File: src/rtl/gsc_pkg.sv
// constants for the global identity and start control register bank
package gsc_pkg;
  // register offsets on the serial management port
  localparam logic [7:0] GSC_OFF_FAMILY = 8'h00;
  localparam logic [7:0] GSC_OFF_PART_RUN = 8'h01;
  localparam logic [7:0] GSC_OFF_GCTL0 = 8'h02;
  // field positions
  localparam int GSC_RUN_BIT = 0;
  localparam int GSC_REV_LSB = 1;
  localparam int GSC_REV_MSB = 3;
  localparam int GSC_PART_LSB = 4;
  localparam int GSC_FIXED_PURGE_BIT = 4;
  localparam int GSC_LEARNED_PURGE_BIT = 5;
  localparam int GSC_BACKOFF_BIT = 7;
  // reset values
  localparam logic GSC_RUN_RST = 1'b0;
  localparam logic GSC_BACKOFF_RST = 1'b0;
  localparam logic GSC_PURGE_RST = 1'b0;
  // boot strap modes {hi, lo}
  localparam logic [1:0] GSC_BOOT_AUTO = 2'h0;
  localparam logic [1:0] GSC_BOOT_MGD_A = 2'h1;
  localparam logic [1:0] GSC_BOOT_MGD_B = 2'h2;
  // serial frame layout
  localparam logic [5:0] GSC_PRE_ONES = 6'h20;
  localparam logic [4:0] GSC_HDR_LAST = 5'h0b;
  localparam logic [4:0] GSC_TA_LAST = 5'h01;
  localparam logic [4:0] GSC_DATA_LAST = 5'h0f;
  localparam logic [1:0] GSC_OP_READ = 2'h2;
  localparam logic [1:0] GSC_OP_WRITE = 2'h1;
  localparam logic [1:0] GSC_PHY_SEL = 2'h3;
  localparam int GSC_PORTS = 5;
  typedef enum logic [2:0] {
    GSC_ST_PRE = 3'b000,
    GSC_ST_SOF = 3'b001,
    GSC_ST_HDR = 3'b010,
    GSC_ST_TA = 3'b011,
    GSC_ST_DATA = 3'b100
  } gsc_state_e;
endpackage

File: src/rtl/gsc_global_id_start.sv
// global identity, start control and table purge triggers behind the serial management port
// ****************************************************************
// Functional notes
// - revision field bits 3:1, read only
// - managed straps: run only after run bit
// - run bit zero keeps fabric stopped in managed modes only
// - straps low: auto start after eeprom attempt
// - no eeprom: keep built-in defaults
// - eeprom id checked before overriding defaults
// - bit 7 enables alternative back-off
// - bit 5 launches learned purge, self-clears
// - learned purge limited to learning-off ports
// - bit 4 launches fixed purge, self-clears
// - fixed entry qualifies: unicast, single learning-off port
// - eight-bit registers, upper byte zero/ignored
// ****************************************************************
`timescale 1ns/100ps
`default_nettype none
module gsc_global_id_start
  import gsc_pkg::*;
#(
  parameter logic [7:0] FAMILY_CODE = 8'h5a, // arbitrary value
  parameter logic [3:0] PART_CODE = 4'h3, // arbitrary value
  parameter logic [2:0] REVISION_CODE = 3'h2, // arbitrary value
  parameter logic [3:0] EE_ID_NIBBLE = 4'h1 // arbitrary value
) (
  input wire logic clk_sys, // system clock
  input wire logic rstn, // async reset, active low
  input wire logic mdc, // management clock pin
  input wire logic mdio_in, // management data pin level
  output logic mdio_out, // management data drive value
  output logic mdio_oe, // management data drive enable
  input wire logic boot_strap_hi, // boot mode strap, high bit
  input wire logic boot_strap_lo, // boot mode strap, low bit
  input wire logic eeprom_done, // eeprom attempt finished, pulse
  input wire logic eeprom_present, // eeprom answered, valid with done
  input wire logic [7:0] eeprom_id0, // eeprom first byte
  input wire logic [3:0] eeprom_id1_hi, // eeprom second byte upper nibble
  output logic eeprom_override, // eeprom contents replace defaults
  output logic switch_run, // switch fabric running
  output logic backoff_alt_en, // alternative back-off enabled
  input wire logic [GSC_PORTS-1:0] learn_off, // per-port learning disabled
  output logic learned_purge_req, // learned table purge request
  input wire logic learned_purge_done, // learned purge finished, pulse
  output logic [GSC_PORTS-1:0] purge_port_mask, // ports whose entries may go
  output logic fixed_purge_req, // fixed table purge request
  input wire logic fixed_purge_done, // fixed purge finished, pulse
  input wire logic fixed_entry_mcast, // entry under test is multicast
  input wire logic [GSC_PORTS-1:0] fixed_entry_fwd, // entry forward port mask
  output logic fixed_entry_qualifies // entry may be purged
);

  // ****************************************************************
  // functions
  // ****************************************************************
  function automatic logic one_hot(input logic [GSC_PORTS-1:0] v);
    logic [3:0] n;
    n = 4'h0;
    for (int i = 0; i < GSC_PORTS; i++) begin
      n = n + {3'h0, v[i]};
    end
    return n == 4'h1;
  endfunction

  // ****************************************************************
  // pin synchronisers
  // ****************************************************************
  logic mdc_s1, mdc_s2, mdc_s3;
  logic mdio_s1, mdio_s2;
  logic [1:0] strap_s1, strap_s2;

  always_ff @(posedge clk_sys or negedge rstn) begin
    if (!rstn) begin
      mdc_s1 <= 1'b0;
      mdc_s2 <= 1'b0;
      mdc_s3 <= 1'b0;
      mdio_s1 <= 1'b1;
      mdio_s2 <= 1'b1;
      strap_s1 <= 2'h0;
      strap_s2 <= 2'h0;
    end else begin
      mdc_s1 <= mdc;
      mdc_s2 <= mdc_s1;
      mdc_s3 <= mdc_s2;
      mdio_s1 <= mdio_in;
      mdio_s2 <= mdio_s1;
      strap_s1 <= {boot_strap_hi, boot_strap_lo};
      strap_s2 <= strap_s1;
    end
  end

  logic mdc_rise;
  assign mdc_rise = mdc_s2 && !mdc_s3;

  // ****************************************************************
  // register bank state
  // ****************************************************************
  logic run_bit, backoff, learned_busy, fixed_busy;
  logic [1:0] boot_mode, strap_wait;
  logic strap_taken, auto_done, ee_ok;
  logic next_run_bit, next_backoff, next_learned_busy, next_fixed_busy;
  logic [1:0] next_boot_mode, next_strap_wait;
  logic next_strap_taken, next_auto_done, next_ee_ok;
  logic wr_en;
  logic [7:0] wr_addr, wr_data;

  function automatic logic [7:0] reg_read(input logic [7:0] a);
    logic [7:0] d;
    d = 8'h00;
    case (a)
      GSC_OFF_FAMILY: d = FAMILY_CODE;
      GSC_OFF_PART_RUN: begin
        d[7:GSC_PART_LSB] = PART_CODE;
        d[GSC_REV_MSB:GSC_REV_LSB] = REVISION_CODE;
        d[GSC_RUN_BIT] = run_bit;
      end
      GSC_OFF_GCTL0: begin
        d[GSC_BACKOFF_BIT] = backoff;
        d[GSC_LEARNED_PURGE_BIT] = learned_busy;
        d[GSC_FIXED_PURGE_BIT] = fixed_busy;
      end
      default: d = 8'h00;
    endcase
    return d;
  endfunction

  always_comb begin
    next_run_bit = run_bit;
    next_backoff = backoff;
    next_learned_busy = learned_busy;
    next_fixed_busy = fixed_busy;
    next_boot_mode = boot_mode;
    next_strap_taken = strap_taken;
    next_strap_wait = {strap_wait[0], 1'b1};
    next_auto_done = auto_done;
    next_ee_ok = ee_ok;
    // straps are caught once, after the synchroniser has filled
    if (strap_wait[1] && !strap_taken) begin
      next_boot_mode = strap_s2;
      next_strap_taken = 1'b1;
    end
    if (boot_mode == GSC_BOOT_AUTO && strap_taken && eeprom_done && !auto_done) begin
      next_auto_done = 1'b1;
      // absent eeprom leaves defaults untouched
      next_ee_ok = eeprom_present && eeprom_id0 == FAMILY_CODE
                   && eeprom_id1_hi == EE_ID_NIBBLE;
    end
    // purge completion clears, a new trigger in the same cycle wins
    if (learned_purge_done) begin
      next_learned_busy = 1'b0;
    end
    if (fixed_purge_done) begin
      next_fixed_busy = 1'b0;
    end
    if (wr_en) begin
      case (wr_addr)
        GSC_OFF_PART_RUN: next_run_bit = wr_data[GSC_RUN_BIT];
        GSC_OFF_GCTL0: begin
          next_backoff = wr_data[GSC_BACKOFF_BIT];
          if (wr_data[GSC_LEARNED_PURGE_BIT]) begin
            next_learned_busy = 1'b1;
          end
          if (wr_data[GSC_FIXED_PURGE_BIT]) begin
            next_fixed_busy = 1'b1;
          end
        end
        default: next_run_bit = run_bit;
      endcase
    end
  end

  always_ff @(posedge clk_sys or negedge rstn) begin
    if (!rstn) begin
      run_bit <= GSC_RUN_RST;
      backoff <= GSC_BACKOFF_RST;
      learned_busy <= GSC_PURGE_RST;
      fixed_busy <= GSC_PURGE_RST;
      boot_mode <= GSC_BOOT_AUTO;
      strap_taken <= 1'b0;
      strap_wait <= 2'h0;
      auto_done <= 1'b0;
      ee_ok <= 1'b0;
    end else begin
      run_bit <= next_run_bit;
      backoff <= next_backoff;
      learned_busy <= next_learned_busy;
      fixed_busy <= next_fixed_busy;
      boot_mode <= next_boot_mode;
      strap_taken <= next_strap_taken;
      strap_wait <= next_strap_wait;
      auto_done <= next_auto_done;
      ee_ok <= next_ee_ok;
    end
  end

  // ****************************************************************
  // outputs to the switch core
  // ****************************************************************
  always_comb begin
    case (boot_mode)
      GSC_BOOT_AUTO: switch_run = auto_done;
      GSC_BOOT_MGD_A, GSC_BOOT_MGD_B: switch_run = run_bit && strap_taken;
      // factory test combination never runs the fabric from here
      default: switch_run = 1'b0;
    endcase
  end

  assign eeprom_override = ee_ok;
  assign backoff_alt_en = backoff;
  assign learned_purge_req = learned_busy;
  assign fixed_purge_req = fixed_busy;
  assign purge_port_mask = learn_off;
  assign fixed_entry_qualifies = !fixed_entry_mcast && one_hot(fixed_entry_fwd)
                                 && ((fixed_entry_fwd & learn_off) != '0);

  // ****************************************************************
  // serial management frame engine
  // ****************************************************************
  gsc_state_e st, next_st;
  logic [5:0] ones, next_ones;
  logic [4:0] cnt, next_cnt;
  logic [11:0] hdr, next_hdr;
  logic [15:0] sh, next_sh;
  logic is_rd, next_is_rd;
  logic next_mdio_out, next_mdio_oe;

  always_comb begin
    next_st = st;
    next_ones = ones;
    next_cnt = cnt;
    next_hdr = hdr;
    next_sh = sh;
    next_is_rd = is_rd;
    next_mdio_out = mdio_out;
    next_mdio_oe = mdio_oe;
    wr_en = 1'b0;
    wr_addr = {hdr[9:8], hdr[5], hdr[4:0]};
    wr_data = 8'h00;
    if (mdc_rise) begin
      case (st)
        GSC_ST_PRE: begin
          if (mdio_s2) begin
            next_ones = (ones == GSC_PRE_ONES) ? ones : ones + 6'h01;
          end else if (ones == GSC_PRE_ONES) begin
            next_st = GSC_ST_SOF;
          end else begin
            next_ones = 6'h00;
          end
        end
        GSC_ST_SOF: begin
          next_ones = 6'h00;
          next_cnt = 5'h00;
          next_st = mdio_s2 ? GSC_ST_HDR : GSC_ST_PRE;
        end
        GSC_ST_HDR: begin
          next_hdr = {hdr[10:0], mdio_s2};
          next_cnt = cnt + 5'h01;
          if (cnt == GSC_HDR_LAST) begin
            next_cnt = 5'h00;
            next_st = GSC_ST_PRE;
            // frames for other addresses are left to the port logic
            if (next_hdr[7:6] == GSC_PHY_SEL) begin
              if (next_hdr[11:10] == GSC_OP_READ) begin
                next_is_rd = 1'b1;
                next_st = GSC_ST_TA;
                // upper byte always reads as zero
                next_sh = {8'h00, reg_read({next_hdr[9:8], next_hdr[5], next_hdr[4:0]})};
              end else if (next_hdr[11:10] == GSC_OP_WRITE) begin
                next_is_rd = 1'b0;
                next_st = GSC_ST_TA;
              end
            end
          end
        end
        GSC_ST_TA: begin
          next_cnt = cnt + 5'h01;
          if (is_rd && cnt == 5'h00) begin
            next_mdio_oe = 1'b1;
            next_mdio_out = 1'b0;
          end
          if (cnt == GSC_TA_LAST) begin
            next_cnt = 5'h00;
            next_st = GSC_ST_DATA;
            if (is_rd) begin
              next_mdio_out = sh[15];
              next_sh = {sh[14:0], 1'b0};
            end
          end
        end
        GSC_ST_DATA: begin
          next_cnt = cnt + 5'h01;
          if (is_rd) begin
            next_mdio_out = sh[15];
            next_sh = {sh[14:0], 1'b0};
          end else begin
            next_sh = {sh[14:0], mdio_s2};
          end
          if (cnt == GSC_DATA_LAST) begin
            next_cnt = 5'h00;
            next_st = GSC_ST_PRE;
            next_mdio_oe = 1'b0;
            next_mdio_out = 1'b0;
            // only the low byte is stored, the upper is ignored
            wr_en = !is_rd;
            wr_data = next_sh[7:0];
          end
        end
        default: next_st = GSC_ST_PRE;
      endcase
    end
  end

  always_ff @(posedge clk_sys or negedge rstn) begin
    if (!rstn) begin
      st <= GSC_ST_PRE;
      ones <= 6'h00;
      cnt <= 5'h00;
      hdr <= 12'h000;
      sh <= 16'h0000;
      is_rd <= 1'b0;
      mdio_out <= 1'b0;
      mdio_oe <= 1'b0;
    end else begin
      st <= next_st;
      ones <= next_ones;
      cnt <= next_cnt;
      hdr <= next_hdr;
      sh <= next_sh;
      is_rd <= next_is_rd;
      mdio_out <= next_mdio_out;
      mdio_oe <= next_mdio_oe;
    end
  end

endmodule
`default_nettype wire

File: config.mk
export PLATFORM = sky130hd
export DESIGN_NAME = gsc_global_id_start
export DESIGN_NICKNAME = d
export VERILOG_FILES = /design/src/rtl/gsc_pkg.sv /design/src/rtl/gsc_global_id_start.sv
export SDC_FILE = /design/constraint.sdc
export NUM_CORES = 1
export LEC_CHECK = 0
export ABC_AREA = 1
export BUFFER_PORTS_ARGS = -buffer_cell sky130_fd_sc_hd__buf_2
export CORE_ASPECT_RATIO = 0.9
export CORE_MARGIN = 10
export CORE_UTILIZATION = 45
export DETAILED_ROUTE_END_ITERATION = 8
export HOLD_SLACK_MARGIN = 0.15
export SLEW_MARGIN = 20
export SYNTH_ARGS = -nofsm -noshare
export SYNTH_HDL_FRONTEND = slang
export SYNTH_SLANG_ARGS = --single-unit
File: constraint.sdc
create_clock -name clk_sys -period 9.3 [get_ports clk_sys]
set_input_delay 2.79 -clock clk_sys [delete_from_list [all_inputs] [get_ports clk_sys]]
set_output_delay 2.79 -clock clk_sys [all_outputs]
set_load 0.02 [all_outputs]
* Word-level counts from Yosys, hierarchy flattened *
Cells that the tools add are included.

word-level totals
  word-level logic and storage cells = 154
  register bits after elaboration = 64
  output and inout port bits = 13
  input bits = 33

cells by class
  equal/unequal tests = 31
  bitwise gates (word level) = 1
  add/sub/neg operators = 6
  muxes and demuxes = 55
  reductions and logical operators = 37

operator list
  cell                   count
  $mux W16               5
  $pmux W16 S3           1
  $mux W8                3
  $mux W1                23
  $ne A2 B2 Y1 const B   10
  $pmux W5 S4            1
  $mux W6                3
  $eq A8 B1 Y1 const B   2
  $eq A8 B2 Y1 const B   2
  $mux W3                5
  $mux W5                3
  $pmux W3 S5            1
  $pmux W6 S2            1
  $logic_and A1 B1 Y1    11
  $eq A5 B4 Y1 const B   2
  $eq A4 B1 Y1 const B   2
  $eq A8 B7 Y1 const B   1
  $logic_not A8 Y1       1
  $mux W2                4
  $pmux W4 S2            1
  $reduce_and A2 Y1      4
  $reduce_and A7 Y1      1
  $add A6 B1 Y6 const B  1
  $eq A2 B2 Y1 const B   3
  28 further kinds       39

* Logic depth before layout (Yosys ltp) *
Gate-level depths: netlist of run 1.

  word-level depth = 7
  depth in mapped cells = 11
  mapped depth without buffers = 11

* Worst setup path after synthesis of run 1 *
Ideal clock, no wire load.

  kind = input to output
  from = input fixed_entry_fwd[0]
  to = output fixed_entry_qualifies
  data required time = 6.510 ns
  path buffers = 0
  cell stages on the path = 8
  data arrival time = 4.447 ns
  slack = 2.063 ns
  path through = inv_1 -> fa_1 -> fa_1 -> inv_1 -> ha_1 -> nor2_1 -> nand2_1 -> a31oi_1

on the way
  word-level cells in the longest chain between the ends = 7
  elaborated cells on any way between the ends = 9
  classes of those cells = add/sub: 4; eq/ne: 1; bitwise: 1; reduce/logical: 3

ends and longest elaborated chain
  item                     RTL line                    text
  start: declaration       gsc_global_id_start.sv:49   input wire logic [GSC_PORTS-1:0] fixed_entry_fwd,
  $add A1 B1 Y2            gsc_global_id_start.sv:60   n = n + {3'h0, v[i]};
  $add A2 B1 Y3            gsc_global_id_start.sv:60
  $add A3 B1 Y4            gsc_global_id_start.sv:60
  $add A4 B1 Y4            gsc_global_id_start.sv:60
  $eq A4 B1 Y1             gsc_global_id_start.sv:62   return n == 4'h1;
  $logic_and A1 B1 Y1      gsc_global_id_start.sv:213  assign fixed_entry_qualifies = !fixed_entry_mcast && one_hot(fixed_entry_fwd)
  $logic_and A1 B1 Y1 (*)  gsc_global_id_start.sv:214  && ((fixed_entry_fwd & learn_off) != '0);
  end: declaration         gsc_global_id_start.sv:50   output logic fixed_entry_qualifies

Every way passes the cells marked *; elsewhere a longest branch is shown, timed or not.

* Worst setup path after layout of run 1 *
Ends and elaborated chain as after synthesis.

==> results of run 1 <==
==> cell usage in the layout (no fill, tap or decap), types with 2 or more instances in the layout <==
cell and n:
nor2_4 2, dfrtp_1 62, ha_1 11, a21oi_1 9, nor2_1 32, nand2_1 133, nand3_1 46, fa_1 2
inv_2 5, nand2_4 2, o21ai_0 23, buf_2 45, nor3_1 6, a31oi_1 2, dfstp_2 2, nand3_2 2
nand4_1 12, bufinv_16 2, inv_1 51, clkbuf_8 11, xor2_1 2, nand2_2 5
==> cells in the mapped netlist, types with 3 or more instances <==
master	number
nand2_2	5
ha_1	11
nor3_1	6
nor2_1	32
dfrtp_1	62
buf_2	3
nand2_1	133
nand3_1	46
inv_2	5
a21oi_1	9
inv_1	51
buf_4	5
nand4_1	12
o21ai_0	23
==> report_power, final <==
part | total [W] | internal [W] | leakage [nW] | switching, W
sequential | 0.000291 | 0.000287 | 0.849 | 0.00000430
combinational | 0.0000455 | 0.0000173 | 1.08 | 0.0000283
clock | 0.000272 | 0.000166 | 0.113 | 0.000106
==> state kept, by name, indices dropped and copies added (netlist names), 2 cells and up <==
| register | count |
|---|---|
| boot_mode | 2 |
| cnt | 5 |
| hdr | 11 |
| ones | 6 |
| sh | 16 |
| st | 3 |
| strap_s1 | 2 |
| strap_s2 | 2 |
| strap_wait | 2 |
==> metrics by stage <==
stage	utilization (%)	total power, W	instance area [sq um]
CTS	54.2	0.000620	3880
finish	54.2	0.000609	3880
global placement	51.0	0.000341	3650
floorplan	-	0.000323	3370
detailed placement	51.0	0.000343	3650
global route	54.2	0.000639	3880
==> layer usage <==
metal  share of wire, %  wire length [um]
met4                1.4                96
met2                 41              2820
met5                  0                 0
met3                5.2               358
met1                 52              3570
==> worst max path at each step <==
stage | endpoint | cells after the start | slack (ns) | startpoint
after global placement | fixed_entry_qualifies | 10 | 2.01 | fixed_entry_fwd[0]
after CTS | fixed_entry_qualifies | 10 | 1.99 | fixed_entry_fwd[0]
final | fixed_entry_qualifies | 10 | 2.00 | fixed_entry_fwd[0]
after floorplan | fixed_entry_qualifies | 8 | 2.06 | fixed_entry_fwd[0]
after detailed placement | fixed_entry_qualifies | 10 | 2.00 | fixed_entry_fwd[0]
after global routing | fixed_entry_qualifies | 10 | 1.87 | fixed_entry_fwd[0]
==> cells by family (layout without fill, tap and decap cells) <==
family	count (synthesis)	count (layout)	synth area share (%)
flip-flops	64	64	47.6
AND/OR/NAND/NOR	244	244	32.4
AO/OA/AOI/OAI	37	37	5.76
other	1	1	0.111
buffers and inverters	67	118	8.36
adder cells (fa/ha/maj)	13	13	5.27
XOR/XNOR	2	2	0.520
==> layout make-up <==
| class | instances | area (sq um) | share of cell area, % |
|---|---|---|---|
| inverters | 56 | 210 | 5.42 |
| repair buffers | 46 | 233 | 6.00 |
| well taps | 93 | 116 | 3.00 |
| multi-input cells | 297 | 1480 | 38.2 |
| clock buffers | 12 | 155 | 4.00 |
| clock inverters | 4 | 76.3 | 1.97 |
| flip-flops and latches | 64 | 1600 | 41.4 |
==> flow_summary.ini, run 1 <==
[cts]
cts_buffers = 9
clock-sinks = 64
cts-root-buf = clkbuf_8
clk_pin_slew_ns = 0.07
ctsHoldBuffers = 0
cts_resized = 0
cts.path.max_buffers = 2
clock_latency_ns = 0.34
cts_tree = built
cts_setup_buffers = 0
htree_levels = 3

[timing]
whs_ns = 0.340
finalSetupViolCount = 0
hold_viol = 0
setup_tns_ns = 0
fin_crit_ns = 7.30
tightest_slew_ns = 0.890
max_freq_mhz = 137
fin_crit_sh_pct = 78.5
rsz0062_at_grt = no
fin_ws_ns = 2.00
skew_ns = 0.00950
slew_headroom_pct = 40.5
drv_slew = 0

[die]
die_y_um = 102
rows = 29
die-area_sq_um = 11400
io_pins = 46
initial_utilization_pct = 47.1
coreArea_sq_um = 7150
die_x_um = 111

[placement]
place.gp.congestion = 0.798
place_hpwl_um = 5010
dp_slack_ns = 2.00
dpl.cell_count = 556
portBuffers = 45

[yosys]
synth.top_cell.area_share_pct = 46.1
netlist_area_sq_um = 3370
syn_area_per_cell_sq_um = 7.87
yosys.area.top_type = dfrtp_1
ys_ff_latch = 64
synth_area_leaders = dfrtp_1, nand2_1, nand3_1, inv_1, ha_1
yosys_warnings = 0
synth.distinct_cells = 31
synth_fp_nets = 474
syn_inst = 428
synth_flop_cell = dfrtp_1
synthArstFlopShare_pct = 100
synth_seq_area_share_pct = 47.6
synth_edf_count = 0

[detailed_routing]
drc = 0
antenna_left = 0
drt-total-wl_um = 6850
post_drt_via_cell_ratio = 4.80
vias = 2743
dr.pass1.iters = 4
drt-initial-drc-count = 149
avgRoutedWirePerCell_um = 12.0

[critical_path]
crit_arrival_ns = 4.51
path_class = input pin to output port
critPathBufInv = 4
r2r_cells = 5
crit_fanout = 2
r2r-start = mdc_s2
crit_path_start_kind = input pin
crit_chain = buf_2 -> inv_1 -> fa_1 -> fa_1 -> inv_1 -> ha_1 -> nor2_1 -> nand2_1 -> a31oi_1 -> buf_2
r2r-end = hdr[7]
slowest_stage = fa_1
crit_path_max_incr_delay_ns = 0.48
cp.required_ns = 6.51
rrSetupSlack_ns = 7.21
critPathTopFamily = adder cells
crit_path_end_kind = output port

[global_route]
grtUsageMet1_pct = 16.5
grt-ovfl-total = 0
use_met3_pct = 4.28
antenna_found_initial = 0
grt_pass1_wl_um = 12000
grt_util_met2_pct = 19.0
gr-max-usage-layer = met2
grt_max_degree = 65
grt_usage_pct = 12.7
first_global_vias = 2633

[worst_hold_path]
worstHoldStart = strap_s1[0]
min_path_type = flip-flop to flip-flop
hold_depth = 0
hold_path_end = strap_s2[0]

[run]
maxCapViolCount = 0

[cells_and_area]
layout.cells.non_filler = 572
area_growth_pct = 15.1
fill_cells = 696
antenna_cells = 0
drive_gt1_share_pct = 17.1
layout.nets = 520

[power_and_ir_drop]
power_leakage_nw = 2.04
ir_worst_vdd_v = 0.000113
power_density_nw_per_um2 = 157

[outcome]
status = completed
(Power assumes the default switching activity.)
==> run 2, diff against run 1 <==
- PLACE_DENSITY: default -> 0.67
- clock period: 9.3 -> 6.15 ns (I/O delays scaled with it)
==> flow_summary.ini, run 2 (same netlist as run 1, synthesis figures left out) <==
[cts]
cts_tree = built
cts_resized = 0
clock-sinks = 64
cts_buffers = 9
cts-root-buf = clkbuf_8
clock_latency_ns = 0.34
ctsHoldBuffers = 0
clk_pin_slew_ns = 0.07
htree_levels = 3
cts.path.max_buffers = 2
cts_setup_buffers = 0

[critical_path]
cp.required_ns = 4.30
path_class = input pin to output port
crit_arrival_ns = 3.61
crit_fanout = 2
crit_path_start_kind = input pin
crit_path_end_kind = output port

[die]
io_pins = 46
rows = 29
coreArea_sq_um = 7150
die_x_um = 111
initial_utilization_pct = 47.1
die_y_um = 102
die-area_sq_um = 11400

[global_route]
grt_pass1_wl_um = 12400
antenna_found_initial = 0
grt_usage_pct = 12.9
first_global_vias = 2736
grt-ovfl-total = 0
grt_max_degree = 65

[cells_and_area]
antenna_cells = 0
area_growth_pct = 15.8
layout_commonest_cell = nand2_1
largestRegisters = sh (16), hdr (11), ones (6)
top_register = sh
final_cell_mix = nand2_1, dfrtp_1, inv_1, nand3_1, buf_2
largest_reg_flops = 16
stdcell_area_sq_um = 3900
layout.nets = 520
drive_gt1_share_pct = 17.3
layout.cells.non_filler = 572

[timing]
slew_headroom_pct = 43.2
fin_crit_sh_pct = 88.7
finalSetupViolCount = 0
max_freq_mhz = 183
hold_viol = 0
skew_ns = 0.00906
rsz0062_at_grt = no
fin_crit_ns = 5.45
tightest_slew_ns = 0.849
drv_slew = 0
setup_tns_ns = 0

[power_and_ir_drop]
internal_power_w = 0.000750
p_seq_share_pct = 45.8
p_clk_share_pct = 47.0
sw_frac_of_total_pct = 21.9
power_leakage_nw = 2.05
power_density_nw_per_um2 = 246
p_sw_w = 0.000211
ir_worst_vdd_v = 0.000174
share_comb_of_total_power_pct = 7.2

[detailed_routing]
drt-total-wl_um = 6890
post_drt_via_cell_ratio = 4.81
antenna_left = 0
met1Wirelength_um = 3440
avgRoutedWirePerCell_um = 12.1
dr.pass1.iters = 4
dr_wl_met2_um = 3040
wl_met3_um = 369
vias = 2751
routed.top_layer = met4
drt-initial-drc-count = 126
drc = 0

[placement]
place.gp.congestion = 0.846
portBuffers = 45
postPlaceCellArea_sq_um = 3650
dpl.cell_count = 556
place_hpwl_um = 5060

[worst_hold_path]
min_path_type = flip-flop to flip-flop

[run]
maxCapViolCount = 0

[outcome]
status = completed
-- run 2: routing by layer --
metal	vias up	track usage, %
met1	1236	16.5
li1	1451	-
met4	0	4.05
met5	-	0
met2	57	20.0
met3	7	4.39
-- run 2: final cells by class --
type / count / area [sq um]
timing repair buffer: 46 / 233
fill: 670 / 3250
tap: 93 / 116
clock inverter: 5 / 103
inverter: 56 / 210
multi-input combinational: 297 / 1480
sequential: 64 / 1600
clock buffer: 11 / 151
-- run 2: power groups by stage --
stage	combinational, W	sequential [W]	clock (W)
floorplan	0.0000422	0.000446	0
global placement	0.0000685	0.000447	0
detailed placement	0.0000705	0.000448	0
CTS	0.0000708	0.000440	0.000463
global route	0.0000808	0.000441	0.000484
finish	0.0000688	0.000440	0.000452
-- run 2: path summary, 6_finish.rpt --
path,startpoint,endpoint,slack (ns),depth (start not counted)
setup / recovery,fixed_entry_fwd[0],fixed_entry_qualifies,0.70,10
min in group asynchronous,rstn,hdr[8],1.67,2
hold / removal,mdc_s1,mdc_s2,0.34,0
max in group asynchronous,rstn,ones[5],3.95,2
hold reg to reg,mdc_s1,mdc_s2,0.34,0
setup reg to reg,mdc_s2,hdr[7],4.09,5
-- run 2: worst max-delay path: stages --
cell	delay [ns]
buf_2	0.09
inv_1	0.05
fa_1	0.50
fa_1	0.38
inv_1	0.06
ha_1	0.22
nor2_1	0.10
nand2_1	0.05
a31oi_1	0.13
buf_2	0.18
-- run 2: stage by stage --
step                      power [W]  hold slack, ns  setup WS (ns)  utilization [%]
after floorplan            0.000489           0.331          0.803                -
after global placement     0.000516           0.333          0.747             51.0
after detailed placement   0.000519           0.335          0.691             51.0
after CTS                  0.000974           0.344          0.683             54.6
after global routing        0.00101           0.358          0.570             54.6
final                      0.000961           0.340          0.698             54.6
